[src/rtl/ufl_pkg.sv]
package ufl_pkg;
  // Register offsets
  localparam logic [7:0] ADDR_ENABLE = 8'h00;
  localparam logic [7:0] ADDR_PULLUP = 8'h04;
  localparam logic [7:0] ADDR_FORCE_VAL = 8'h08;
  localparam logic [7:0] ADDR_TASK = 8'h0C;
  localparam logic [7:0] ADDR_STATUS = 8'h10;
  localparam logic [7:0] ADDR_DEV_ADDR = 8'h14;
  localparam logic [7:0] ADDR_EP_IN_EN = 8'h18;
  localparam logic [7:0] ADDR_EP_OUT_EN = 8'h1C;
  localparam logic [7:0] ADDR_EVENTS = 8'h20;
  localparam logic [7:0] ADDR_CAPS = 8'h24;
  // Task register bit positions
  localparam int TASK_FORCE_BIT = 0;
  localparam int TASK_RELEASE_BIT = 1;
  // Event register bit positions (write one to clear)
  localparam int EV_BUS_RESET_BIT = 0;
  // Reset values
  localparam logic ENABLE_RST = 1'b0;
  localparam logic PULLUP_RST = 1'b0;
  localparam logic [6:0] DEV_ADDR_RST = 7'h00;
  localparam logic [7:0] EP_EN_RST = 8'h01;
  // Endpoint capabilities
  localparam int BULK_EP_PER_DIR = 7;
  localparam int BULK_BUF_BYTES = 64;
  localparam int ISO_BUF_BYTES = 1023;
  localparam int ISO_BUF_COUNT = 2;
  // Timing
  localparam int CLK_MHZ = 250;
  localparam int DETRST_NS = 2500;
  localparam int DETRST_CYC = (DETRST_NS * CLK_MHZ + 999) / 1000;
  localparam int SHUTDOWN_NS = 100;
  localparam int SHUTDOWN_CYC = (SHUTDOWN_NS * CLK_MHZ + 999) / 1000;
  localparam int PHY_RDY_NS = 1000;
  localparam int PHY_RDY_CYC = (PHY_RDY_NS * CLK_MHZ + 999) / 1000;
  localparam int PULL_IDLE_CYC = 16;
  // Bus line states
  typedef enum logic [2:0] {
    UFL_LS_SE0, UFL_LS_J, UFL_LS_K, UFL_LS_SE1
  } ufl_line_e;
  // Force values
  localparam logic [1:0] FORCE_J = 2'h1;
  localparam logic [1:0] FORCE_K = 2'h2;
endpackage

[src/rtl/ufl_line_if.sv]
`timescale 1ns/1ns
interface ufl_line_if;
  logic dp;
  logic dm;
  logic se0;
  logic jst;
  logic kst;
  logic se1;
  modport ctl (input se0, input jst, input kst, input se1);
  modport det (input dp, input dm, output se0, output jst, output kst,
    output se1);
endinterface

[src/rtl/ufl_line_state.sv]
`timescale 1ns/1ns
module ufl_line_state (
  // Clock and reset
  input wire logic i_clk,
  input wire logic i_rst_n,
  // Line state
  ufl_line_if.det line
);
  logic [1:0] pair_reg;
  always_ff @(posedge i_clk or negedge i_rst_n) begin
    if (!i_rst_n) begin
      pair_reg <= 2'h0;
    end else begin
      pair_reg <= {line.dp, line.dm};
    end
  end
  assign line.jst = (pair_reg == 2'h2); // [RQ1]
  assign line.kst = (pair_reg == 2'h1); // [RQ2]
  assign line.se0 = (pair_reg == 2'h0); // [RQ3]
  assign line.se1 = (pair_reg == 2'h3); // [RQ3]
endmodule

[src/rtl/ufl_link_ctl.sv]
`timescale 1ns/1ns
// What this block and its software must do
// (RQ1) D+ high, D- low is J
// (RQ2) D+ low, D- high is K
// (RQ3) Both low SE0, both high SE1
// (RQ4) Pins and pull-up need VBUS and enable
// (RQ5) Enable setting powers the transceiver
// (RQ6) Software enables after VBUS, pull-up after ready
// (RQ7) Software waits transfer ends before disabling
// (RQ8) Enable reads enabled until shutdown completes
// (RQ9) Pull-up control gates connection and events
// (RQ10) Pull-up disconnected after chip reset
// (RQ11) No bus reset while pull-up off
// (RQ12) Software connects pull-up after enabling
// (RQ13) Hardware adjusts pull-up value by activity
// (RQ14) Force task drives lines, release stops
// (RQ15) Force value captured at task trigger
// (RQ16) Long SE0 raises bus reset event only
// (RQ17) Bus reset disables data endpoints, address 0
// (RQ18) Ignore traffic until first bus reset
// (RQ19) Responsive within recovery time after reset
// (RQ20) Full speed only, no high-speed chirp
// (RQ21) Control, seven bulk, one iso each way
// (RQ22) Bulk 64-byte, iso up to 1023 bytes
// (RQ23) Iso endpoints double buffered
// (RQ24) Reset timer restarts on non-SE0 sample
module ufl_link_ctl #(
  parameter int DETRST_CYCLES = ufl_pkg::DETRST_CYC,
  parameter int SHUTDOWN_CYCLES = ufl_pkg::SHUTDOWN_CYC,
  parameter int PHY_RDY_CYCLES = ufl_pkg::PHY_RDY_CYC
) (
  // Clock and reset
  input wire logic i_clk,
  input wire logic i_rst_n,
  // Register port
  input wire logic [7:0] i_addr,
  input wire logic [31:0] i_wdata,
  input wire logic i_wr,
  input wire logic i_rd,
  output logic [31:0] o_rdata,
  // Supply and bus lines
  input wire logic i_vbus_valid,
  input wire logic i_dp,
  input wire logic i_dm,
  output logic o_dp,
  output logic o_dp_oe,
  output logic o_dm,
  output logic o_dm_oe,
  // Transceiver power and pull-up
  output logic o_phy_power,
  output logic o_pullup_on,
  output logic o_pullup_strong,
  // Status to the protocol engine
  output logic o_bus_reset_event,
  output logic o_phy_power_ready_event,
  output logic o_traffic_allowed,
  output logic o_full_speed_only
);
  // ****************************************
  // Line state
  // ****************************************
  ufl_line_if line ();
  assign line.dp = i_dp;
  assign line.dm = i_dm;
  ufl_line_state u_line (
    .i_clk(i_clk),
    .i_rst_n(i_rst_n),
    .line(line)
  );

  // ****************************************
  // Register decode
  // ****************************************
  logic wr_enable;
  logic wr_pullup;
  logic wr_force_val;
  logic wr_task;
  logic wr_events;
  logic wr_ep_in;
  logic wr_ep_out;
  assign wr_enable = i_wr && (i_addr == ufl_pkg::ADDR_ENABLE);
  assign wr_pullup = i_wr && (i_addr == ufl_pkg::ADDR_PULLUP);
  assign wr_force_val = i_wr && (i_addr == ufl_pkg::ADDR_FORCE_VAL);
  assign wr_task = i_wr && (i_addr == ufl_pkg::ADDR_TASK);
  assign wr_events = i_wr && (i_addr == ufl_pkg::ADDR_EVENTS);
  assign wr_ep_in = i_wr && (i_addr == ufl_pkg::ADDR_EP_IN_EN);
  assign wr_ep_out = i_wr && (i_addr == ufl_pkg::ADDR_EP_OUT_EN);

  logic force_trig;
  logic release_trig;
  assign force_trig = wr_task && i_wdata[ufl_pkg::TASK_FORCE_BIT];
  assign release_trig = wr_task && i_wdata[ufl_pkg::TASK_RELEASE_BIT];

  // ****************************************
  // Enable and shutdown
  // ****************************************
  logic enable_reg;
  logic active_reg;
  logic [15:0] shut_cnt_reg;
  logic [15:0] shut_cnt_next;
  logic [15:0] rdy_cnt_reg;
  logic phy_rdy_reg;
  logic shut_done;
  assign shut_done = (shut_cnt_reg == 16'h0000);
  assign shut_cnt_next = (active_reg && !enable_reg && !shut_done) ?
    shut_cnt_reg - 16'h0001 : shut_cnt_reg;

  always_ff @(posedge i_clk or negedge i_rst_n) begin
    if (!i_rst_n) begin
      enable_reg <= ufl_pkg::ENABLE_RST;
      active_reg <= 1'b0;
      shut_cnt_reg <= 16'h0000;
    end else begin
      if (wr_enable) begin
        enable_reg <= i_wdata[0];
      end
      shut_cnt_reg <= shut_cnt_next;
      if (enable_reg) begin
        active_reg <= 1'b1;
        shut_cnt_reg <= 16'(SHUTDOWN_CYCLES);
      end else if (shut_done) begin
        active_reg <= 1'b0; // [RQ8]
      end
    end
  end

  // Power ready after regulator settle time
  logic phy_on;
  assign phy_on = active_reg && i_vbus_valid;
  always_ff @(posedge i_clk or negedge i_rst_n) begin
    if (!i_rst_n) begin
      rdy_cnt_reg <= 16'h0000;
      phy_rdy_reg <= 1'b0;
    end else if (!enable_reg) begin
      rdy_cnt_reg <= 16'h0000;
      phy_rdy_reg <= 1'b0;
    end else if (!phy_rdy_reg) begin
      rdy_cnt_reg <= rdy_cnt_reg + 16'h0001;
      phy_rdy_reg <= (rdy_cnt_reg == 16'(PHY_RDY_CYCLES - 1));
    end
  end

  // ****************************************
  // Pull-up
  // ****************************************
  logic pullup_reg;
  logic pull_on;
  logic [4:0] idle_cnt_reg;
  always_ff @(posedge i_clk or negedge i_rst_n) begin
    if (!i_rst_n) begin
      pullup_reg <= ufl_pkg::PULLUP_RST; // [RQ10]
    end else if (wr_pullup) begin
      pullup_reg <= i_wdata[0]; // [RQ9]
    end
  end
  // Pull-up only on with supply, enable and a powered phy
  assign pull_on = pullup_reg && phy_on && enable_reg; // [RQ4]

  // Weaker pull-up while bus idles, strong on activity
  always_ff @(posedge i_clk or negedge i_rst_n) begin
    if (!i_rst_n) begin
      idle_cnt_reg <= 5'h00;
    end else if (!line.jst) begin
      idle_cnt_reg <= 5'h00;
    end else if (idle_cnt_reg != 5'(ufl_pkg::PULL_IDLE_CYC)) begin
      idle_cnt_reg <= idle_cnt_reg + 5'h01;
    end
  end

  // ****************************************
  // Line force
  // ****************************************
  logic [1:0] force_val_reg;
  logic [1:0] force_cap_reg;
  logic forcing_reg;
  always_ff @(posedge i_clk or negedge i_rst_n) begin
    if (!i_rst_n) begin
      force_val_reg <= 2'h0;
      force_cap_reg <= 2'h0;
      forcing_reg <= 1'b0;
    end else begin
      if (wr_force_val) begin
        force_val_reg <= i_wdata[1:0];
      end
      if (force_trig) begin
        force_cap_reg <= force_val_reg; // [RQ15]
        forcing_reg <= 1'b1; // [RQ14]
      end else if (release_trig || !phy_on) begin
        forcing_reg <= 1'b0; // [RQ14]
      end
    end
  end

  // ****************************************
  // Bus reset detection
  // ****************************************
  logic [15:0] se0_cnt_reg;
  logic [15:0] se0_cnt_next;
  logic det_hit;
  logic seen_reset_reg;
  logic ev_reset_reg;
  logic [6:0] dev_addr_reg;
  logic [7:0] ep_in_reg;
  logic [7:0] ep_out_reg;
  logic count_ok;
  // Only a connected, non-driving device listens for reset
  assign count_ok = pull_on && line.se0 && !forcing_reg; // [RQ11]
  assign se0_cnt_next = !count_ok ? 16'h0000 : // [RQ24]
    (det_hit ? se0_cnt_reg : se0_cnt_reg + 16'h0001);
  assign det_hit = (se0_cnt_reg == 16'(DETRST_CYCLES));

  always_ff @(posedge i_clk or negedge i_rst_n) begin
    if (!i_rst_n) begin
      se0_cnt_reg <= 16'h0000;
    end else begin
      se0_cnt_reg <= se0_cnt_next; // [RQ16]
    end
  end

  logic reset_pulse;
  assign reset_pulse = count_ok &&
    (se0_cnt_reg == 16'(DETRST_CYCLES - 1)); // [RQ16]

  always_ff @(posedge i_clk or negedge i_rst_n) begin
    if (!i_rst_n) begin
      seen_reset_reg <= 1'b0;
      ev_reset_reg <= 1'b0;
      dev_addr_reg <= ufl_pkg::DEV_ADDR_RST;
      ep_in_reg <= ufl_pkg::EP_EN_RST;
      ep_out_reg <= ufl_pkg::EP_EN_RST;
    end else begin
      if (!pull_on) begin
        seen_reset_reg <= 1'b0; // [RQ18]
      end else if (reset_pulse) begin
        seen_reset_reg <= 1'b1; // [RQ18]
      end
      // Set beats a simultaneous clear
      if (reset_pulse) begin
        ev_reset_reg <= 1'b1;
      end else if (wr_events && i_wdata[ufl_pkg::EV_BUS_RESET_BIT]) begin
        ev_reset_reg <= 1'b0;
      end
      if (reset_pulse) begin
        dev_addr_reg <= ufl_pkg::DEV_ADDR_RST; // [RQ17]
        ep_in_reg <= ufl_pkg::EP_EN_RST; // [RQ17]
        ep_out_reg <= ufl_pkg::EP_EN_RST; // [RQ17]
      end else begin
        if (i_wr && i_addr == ufl_pkg::ADDR_DEV_ADDR) begin
          dev_addr_reg <= i_wdata[6:0];
        end
        if (wr_ep_in) begin
          ep_in_reg <= i_wdata[7:0];
        end
        if (wr_ep_out) begin
          ep_out_reg <= i_wdata[7:0];
        end
      end
    end
  end

  // ****************************************
  // Outputs
  // ****************************************
  logic phy_rdy_d_reg;
  always_ff @(posedge i_clk or negedge i_rst_n) begin
    if (!i_rst_n) begin
      o_phy_power <= 1'b0;
      o_pullup_on <= 1'b0;
      o_pullup_strong <= 1'b0;
      o_dp <= 1'b0;
      o_dm <= 1'b0;
      o_dp_oe <= 1'b0;
      o_dm_oe <= 1'b0;
      o_bus_reset_event <= 1'b0;
      o_phy_power_ready_event <= 1'b0;
      phy_rdy_d_reg <= 1'b0;
      o_traffic_allowed <= 1'b0;
      o_full_speed_only <= 1'b0;
    end else begin
      o_phy_power <= enable_reg; // [RQ5]
      o_pullup_on <= pull_on; // [RQ4] [RQ9]
      // Strong pull-up once bus leaves idle
      o_pullup_strong <= pull_on &&
        (idle_cnt_reg != 5'(ufl_pkg::PULL_IDLE_CYC)); // [RQ13]
      o_dp <= (force_cap_reg == ufl_pkg::FORCE_J); // [RQ14]
      o_dm <= (force_cap_reg == ufl_pkg::FORCE_K); // [RQ14]
      // Pins stay quiet once enable drops, even during shutdown
      o_dp_oe <= forcing_reg && phy_on && enable_reg; // [RQ4]
      o_dm_oe <= forcing_reg && phy_on && enable_reg; // [RQ4]
      o_bus_reset_event <= reset_pulse; // [RQ16]
      phy_rdy_d_reg <= phy_rdy_reg;
      o_phy_power_ready_event <= phy_rdy_reg && !phy_rdy_d_reg;
      // No chirp answer; traffic only after first reset
      o_traffic_allowed <= pull_on && seen_reset_reg; // [RQ18] [RQ19]
      o_full_speed_only <= 1'b1; // [RQ20]
    end
  end

  // ****************************************
  // Read port
  // ****************************************
  logic [31:0] rd_mux;
  logic [31:0] caps;
  assign caps = {8'(ufl_pkg::ISO_BUF_COUNT), 10'(ufl_pkg::ISO_BUF_BYTES),
    7'(ufl_pkg::BULK_BUF_BYTES), 7'(ufl_pkg::BULK_EP_PER_DIR)}; // [RQ21]
  always_comb begin
    unique case (i_addr)
      ufl_pkg::ADDR_ENABLE: rd_mux = {31'h0, active_reg}; // [RQ8]
      ufl_pkg::ADDR_PULLUP: rd_mux = {31'h0, pullup_reg};
      ufl_pkg::ADDR_FORCE_VAL: rd_mux = {30'h0, force_val_reg};
      ufl_pkg::ADDR_STATUS: rd_mux = {26'h0, seen_reset_reg, forcing_reg,
        line.se1, line.kst, line.jst, line.se0};
      ufl_pkg::ADDR_DEV_ADDR: rd_mux = {25'h0, dev_addr_reg};
      ufl_pkg::ADDR_EP_IN_EN: rd_mux = {24'h0, ep_in_reg};
      ufl_pkg::ADDR_EP_OUT_EN: rd_mux = {24'h0, ep_out_reg};
      ufl_pkg::ADDR_EVENTS: rd_mux = {31'h0, ev_reset_reg};
      ufl_pkg::ADDR_CAPS: rd_mux = caps; // [RQ22] [RQ23]
      default: rd_mux = 32'h0000_0000;
    endcase
  end
  always_ff @(posedge i_clk or negedge i_rst_n) begin
    if (!i_rst_n) begin
      o_rdata <= 32'h0000_0000;
    end else begin
      o_rdata <= i_rd ? rd_mux : 32'h0000_0000;
    end
  end

  // ****************************************
  // Checks
  // ****************************************
  no_rst_off_a: assert property (@(posedge i_clk) disable iff (!i_rst_n)
    !pull_on |=> !o_bus_reset_event) else $error("reset while off"); // [RQ11]
  rst_clears_a: assert property (@(posedge i_clk) disable iff (!i_rst_n)
    reset_pulse |=> dev_addr_reg == 7'h00 && ep_in_reg == 8'h01)
    else $error("bus reset left address"); // [RQ17]
  se0_restart_a: assert property (@(posedge i_clk) disable iff (!i_rst_n)
    !line.se0 |=> se0_cnt_reg == 16'h0000)
    else $error("timer not restarted"); // [RQ24]
  power_follow_a: assert property (@(posedge i_clk) disable iff (!i_rst_n)
    1'b1 |=> o_phy_power == $past(enable_reg))
    else $error("power not following"); // [RQ5]
  pull_gate_a: assert property (@(posedge i_clk) disable iff (!i_rst_n)
    !i_vbus_valid |=> !o_pullup_on)
    else $error("pull-up without supply"); // [RQ4]
  enable_hold_a: assert property (@(posedge i_clk) disable iff (!i_rst_n)
    $fell(enable_reg) |-> active_reg)
    else $error("enable dropped early"); // [RQ8]
  force_cap_a: assert property (@(posedge i_clk) disable iff (!i_rst_n)
    force_trig |=> forcing_reg && force_cap_reg == $past(force_val_reg))
    else $error("force value not taken"); // [RQ15]
  quiet_a: assert property (@(posedge i_clk) disable iff (!i_rst_n)
    $rose(pull_on) |=> !o_traffic_allowed [*2])
    else $error("traffic before reset"); // [RQ18]
endmodule

[config.mk]
export PLATFORM = sky130hd
export DESIGN_NAME = ufl_link_ctl
export DESIGN_NICKNAME = d
export VERILOG_FILES = /design/src/rtl/ufl_pkg.sv /design/src/rtl/ufl_line_if.sv /design/src/rtl/ufl_line_state.sv /design/src/rtl/ufl_link_ctl.sv
export SDC_FILE = /design/constraint.sdc
export NUM_CORES = 1
export LEC_CHECK = 0
export BUFFER_PORTS_ARGS = -buffer_cell sky130_fd_sc_hd__buf_2
export CAP_MARGIN = 0
export CORE_MARGIN = 2
export CORE_UTILIZATION = 40
export DETAILED_ROUTE_END_ITERATION = 10
export GPL_ROUTABILITY_DRIVEN = 0
export PLACE_DENSITY = 0.57
export SLEW_MARGIN = 10
export SYNTH_ARGS = -nofsm -noshare
export SYNTH_HDL_FRONTEND = slang
export SYNTH_SLANG_ARGS = --single-unit
[constraint.sdc]
create_clock -name i_clk -period 2.6 [get_ports i_clk]
set_input_delay 0.26 -clock i_clk [delete_from_list [all_inputs] [get_ports i_clk]]
set_output_delay 0.26 -clock i_clk [all_outputs]
set_load 0.01 [all_outputs]
Word-level counts from Yosys, hierarchy flattened
Index checks and enable logic that the tools add are counted.
{"block": "classes", "addsub": 4, "n_eq_ne": 22, "n_mux": 26, "n_reduce_logical": 40}
{"operator": "$pmux 26 s9", "count": 1}
{"operator": "$mux 16", "count": 6}
{"operator": "$add 16x1->16 const B", "count": 2}
{"operator": "$eq 16x10->1 const B", "count": 2}
{"operator": "$eq 8x5->1 const B", "count": 4}
{"operator": "$mux 32", "count": 1}
{"operator": "$mux 8", "count": 4}
{"operator": "$logic_and 1x1->1", "count": 24}
{"operator": "$eq 16x8->1 const B", "count": 1}
{"operator": "$eq 8x4->1 const B", "count": 2}
{"operator": "$eq 8x6->1 const B", "count": 2}
{"operator": "$logic_not 16->1", "count": 1}
{"operator": "$sub 16x1->16 const B", "count": 1}
{"operator": "$mux 7", "count": 2}
{"operator": "$reduce_bool 2->1", "count": 7}
{"operator": "$mux 1", "count": 10}
{"operator": "$mux 5", "count": 2}
{"operator": "$eq 8x3->1 const B", "count": 1}
{"operator": "$logic_not 8->1", "count": 1}
{"operator": "$eq 2x2->1 const B", "count": 3}
{"operator": "$add 5x1->5 const B", "count": 1}
{"operator": "$logic_not 1->1", "count": 5}
{"operator": "$ne 5x5->1 const B", "count": 1}
{"operator": "$eq 2x1->1 const B", "count": 2}
{"operator": "other kinds (4)", "count": 6}
{"block": "word_totals", "reg_bits": 132, "input_bits": 47, "output_inout_bits": 43}

Depth between registers and ports, before layout
{"block": "depth", "word_depth": 8, "depth_mapped": 8}

By module
A second synthesis with hierarchy kept.
{"block": "hier_totals", "cells_unflattened": 521, "area_unflattened_um2": 5442.7}
{"mod": "ufl_link_ctl", "n_inst": 1, "cells_per_inst": 515, "area_per_inst_um2": 5366.4, "seq_area_each_um2": 2680.1}
{"mod": "ufl_line_state", "n_inst": 1, "cells_per_inst": 6, "area_per_inst_um2": 76.3, "seq_area_each_um2": 50.0}

Worst setup path before layout
No wires, ideal clock.
{"block": "synth_timing", "path_type": "register to register", "start": "register shut_cnt_reg[12]", "end": "register active_reg", "setup_ps": 124, "arrival_ps": 2004, "path_slack_ps": 472, "path_stages_with_launch": 6, "path_buffers": 1, "period_less_slack_ps": 2128, "cell_sequence": "dfrtp_1 -> or4_4 -> or3_1 -> buf_2 -> o41a_4 -> or2_1"}
{"block": "synth_via", "elab_chain_len": 2}
{"item": "from (decl)", "line_no": "ufl_link_ctl.sv:99", "rtl": "logic [15:0] shut_cnt_reg;"}
{"item": "from (signal assigned)", "line_no": "ufl_link_ctl.sv:117", "rtl": "shut_cnt_reg <= shut_cnt_next;"}
{"item": "from (signal assigned)", "line_no": "ufl_link_ctl.sv:120", "rtl": "shut_cnt_reg <= 16'(SHUTDOWN_CYCLES);"}
{"item": "$logic_not 16->1", "line_no": "ufl_link_ctl.sv:104", "rtl": "assign shut_done = (shut_cnt_reg == 16'h0000);"}
{"item": "$reduce_bool 2->1 (no source line)"}
{"item": "to (signal assigned)", "line_no": "ufl_link_ctl.sv:111", "rtl": "active_reg <= 1'b0;"}
{"item": "to (signal assigned)", "line_no": "ufl_link_ctl.sv:119", "rtl": "active_reg <= 1'b1;"}
{"item": "to (signal assigned)", "line_no": "ufl_link_ctl.sv:122", "rtl": "active_reg <= 1'b0;"}
{"item": "to (decl)", "line_no": "ufl_link_ctl.sv:98", "rtl": "logic active_reg;"}
Every way passes these cells.
A chain may end at the register's enable or synchronous reset.

Worst setup path after layout
{"block": "layout_timing", "start": "register shut_cnt_reg[12]", "end": "register shut_cnt_reg[0]"}
{"block": "layout_via", "elab_chain_len": 4}
{"item": "$logic_not 16->1", "line_no": "ufl_link_ctl.sv:104"}
{"item": "$logic_not 1->1", "line_no": "ufl_link_ctl.sv:105", "rtl": "assign shut_cnt_next = (active_reg && !enable_reg && !shut_done) ?"}
{"item": "$logic_and 1x1->1", "line_no": "ufl_link_ctl.sv:105"}
{"item": "$reduce_bool 2->1 (no source line)"}
Every way passes these cells.

==> flow_summary.ini <==
[timing]
finClkSkew_ns = 0.009575
drv_slew = 0
period_share_pct = 86.04
hold_viol = 0
relSlewSlack_pct = 45.74
setup_tns_ns = 0
fin_crit_ns = 2.237
fmax_mhz = 447.0
rsz0062_at_grt = false
setup_violations = 0
tightestPinTransition_ns = 0.8064
final.setup.worst_slack_ns = 0.3628

[floorplan]
start_util_pct = 40.58
coreArea_sq_um = 13140
ioPinCount = 90
die_height_um = 119.5
rows = 42
die_w_um = 119.5
fp.dieArea_sq_um = 14270

[synthesis]
synth-edff-count = 0
synth_seq_cells = 109
syn_area_sq_um = 5331
synthTopCellsByArea = dfrtp_1 (50%), nor2_1 (5.8%), mux2i_1 (4.9%)
synthDistinctLibCells = 53
async_flop_share_pct = 100.0
yosysSeqAreaShare_pct = 51.21
avgSynthCellArea_sq_um = 10.35
synth_area_leader_cell = dfrtp_1
synth_top_cell_area_share_pct = 50.22
dominantRegCellSynth = dfrtp_1
yosysWarnings = 0
synthCells = 515

[pwr]
p_per_area_nw_per_um2 = 603.7
internal_power_mw = 2.779
combPwrFrac_pct = 9.0
ir_drop_mv = 0.2808
netSwitchingFraction_pct = 23.65
p_leak_nw = 2.943
seqPwrFrac_pct = 50.9
clock_power_share_pct = 40.2
switching_power_mw = 0.8607

[critical_path]
worstPathArrival_ns = 2.44
slowest_delay_ns = 0.57
crit_slowest_cell = or4_4
start_kind = flop
cp_max_fo = 7
cp_cell_sequence = or4_4, or3_1, o41a_4, xnor2_1, nand2_1
critPathKind = reg -> reg
required_ns = 2.81
endpoint_kind = flop

[detailed_routing]
drt_wl_total_mm = 10.46
drc = 0
antenna_left = 0
first_pass_iters = 4
wl_per_cell_um = 14.11
vias_per_cell = 5.035
drtIter0Drc = 282
vias = 3731

[global_routing]
grt_pass1_vias = 3746
grtUsageMet3_pct = 3.113
grtUsageTotal_pct = 15.91
top_usage_layer = met2
grt_overflow = 0
grt_max_degree = 78
met1_usage_pct = 21.98
grt_pass1_wl_mm = 18.34
grt_antenna_before_repair = 1
use_met2_pct = 24.86

[clocking]
cts.root.buffer_cell = clkbuf_16
cts-htree-levels = 3
cts_tree = done
clk_pin_slew_ns = 0.07
clk_latency_ns = 0.35
cts.sinks = 109
cts_made_buffers = 9
post_cts_buffers = 0
clk_path_buf_depth = 2

[finish]
regArea_sq_um = 2730
fill_cells = 1263
final_common_cell = dfrtp_1
finalNetCount = 616
final_cell_area_sq_um = 6028
antenna_cells = 0
drive_gt1_share_pct = 17.17
most-common-layout-cells = dfrtp_1 (107), nor2_1 (82), buf_2 (52)
multiInputGateArea_sq_um = 2344
synthToLayoutAreaGrowth_pct = 13.07

[run]
cap_violations = 0

[placement]
io_buffers = 53
dp_hpwl_mm = 7.201
dp_slack_ns = 0.3642
placed_area_sq_um = 5694

[run_status]
status = finished clean

[hold_path]
holdCritPathClass = in -> reg
[synthesized netlist by cell type, drive strengths merged (4+ instances only)]
| cell | count |
|---|---|
| nor4 | 11 |
| nand2 | 25 |
| nand4 | 9 |
| or2 | 6 |
| nor2 | 82 |
| xnor2 | 16 |
| clkbuf | 13 |
| nor3 | 13 |
| mux2i | 26 |
| or4 | 5 |
| mux2 | 8 |
| nor2b | 8 |
| a32oi | 4 |
| dfrtp | 107 |
| nand2b | 4 |
| ha | 9 |
| xor2 | 24 |
| buf | 28 |
| inv | 14 |
| o21ai | 7 |
| or3 | 11 |
| nand3 | 21 |
| nand3b | 4 |
| and3 | 9 |
| a21oi | 14 |
[stage by stage]
| stage | cells | hold WS (ns) | util (%) | total power, mW |
|---|---|---|---|---|
| final | 741 | 0.04085 | 45.89 | 3.639 |
| after global routing | 741 | 0.02714 | 45.89 | 3.832 |
| after CTS | 741 | 0.02911 | 45.89 | 3.694 |
| after detailed placement | 723 | 0.2467 | 43.34 | 2.213 |
| after global placement | 723 | 0.2413 | 43.34 | 2.202 |
| after floorplan | 526 | -0.03559 | - | 2.097 |
[power by group through the flow]
stage                     logic (mW)  registers [mW]  clock network (mW)
after floorplan                0.231            1.87                   0
after global placement         0.323            1.88                   0
after detailed placement       0.330            1.88                   0
after CTS                      0.335            1.85                1.51
after global routing           0.385            1.86                1.58
final                          0.326            1.85                1.46
[critical path, delay by kind of cell (launching register included)]
kind            cells  cell delay [ns]
compound gates      1             0.42
xor+xnor            1             0.15
flops               1             0.41
simple gates        3             1.13
[per-layer routing]
layer / wire [um] / part of all wire, %
met2: 4834 / 46
met4: 170 / 1.6
met1: 5057 / 48
met3: 377 / 3.6
met5: 16 / 0.15
[layout make-up]
type                       count  area share [%]
timing repair buffer          64           6.102
inverter                      14          0.8717
clock buffer                  14           4.213
tap                          176           3.653
clock inverter                 2          0.9963
sequential                   109           45.29
multi-input combinational    362           38.88
[worst paths after layout]
path | cells past startpoint | start | slack [ns] | endpoint
worst min register to register | 1 | phy_rdy_d_reg | 0.40 | o_phy_power_ready_event
min in group asynchronous | 2 | i_rst_n | 0.39 | phy_rdy_d_reg
max in group asynchronous | 3 | i_rst_n | 1.43 | ep_out_reg[0]
worst min-delay path | 1 | i_dm | 0.04 | u_line.pair_reg[0]
worst max-delay path | 5 | shut_cnt_reg[12] | 0.36 | shut_cnt_reg[0]
worst max register to register | 5 | shut_cnt_reg[12] | 0.36 | shut_cnt_reg[0]
[cell families after synthesis]
kind of cell             after synthesis  share of synthesized area, %
flip-flops                           109                         51.21
adder cells (fa/ha/maj)                9                         2.112
AO/OA/AOI/OAI                         40                         5.186
other                                  2                        0.1409
multiplexers                          36                         7.416
XOR/XNOR                              40                         6.571
buffers and inverters                 55                         5.609
AND/OR/NAND/NOR                      224                         21.76
[repair_timing]
item,CTS,global route
resized for setup,0,0
hold buffers,2,0
endpoints found under the hold margin,33,0
Power figures use the tool's default switching activity.
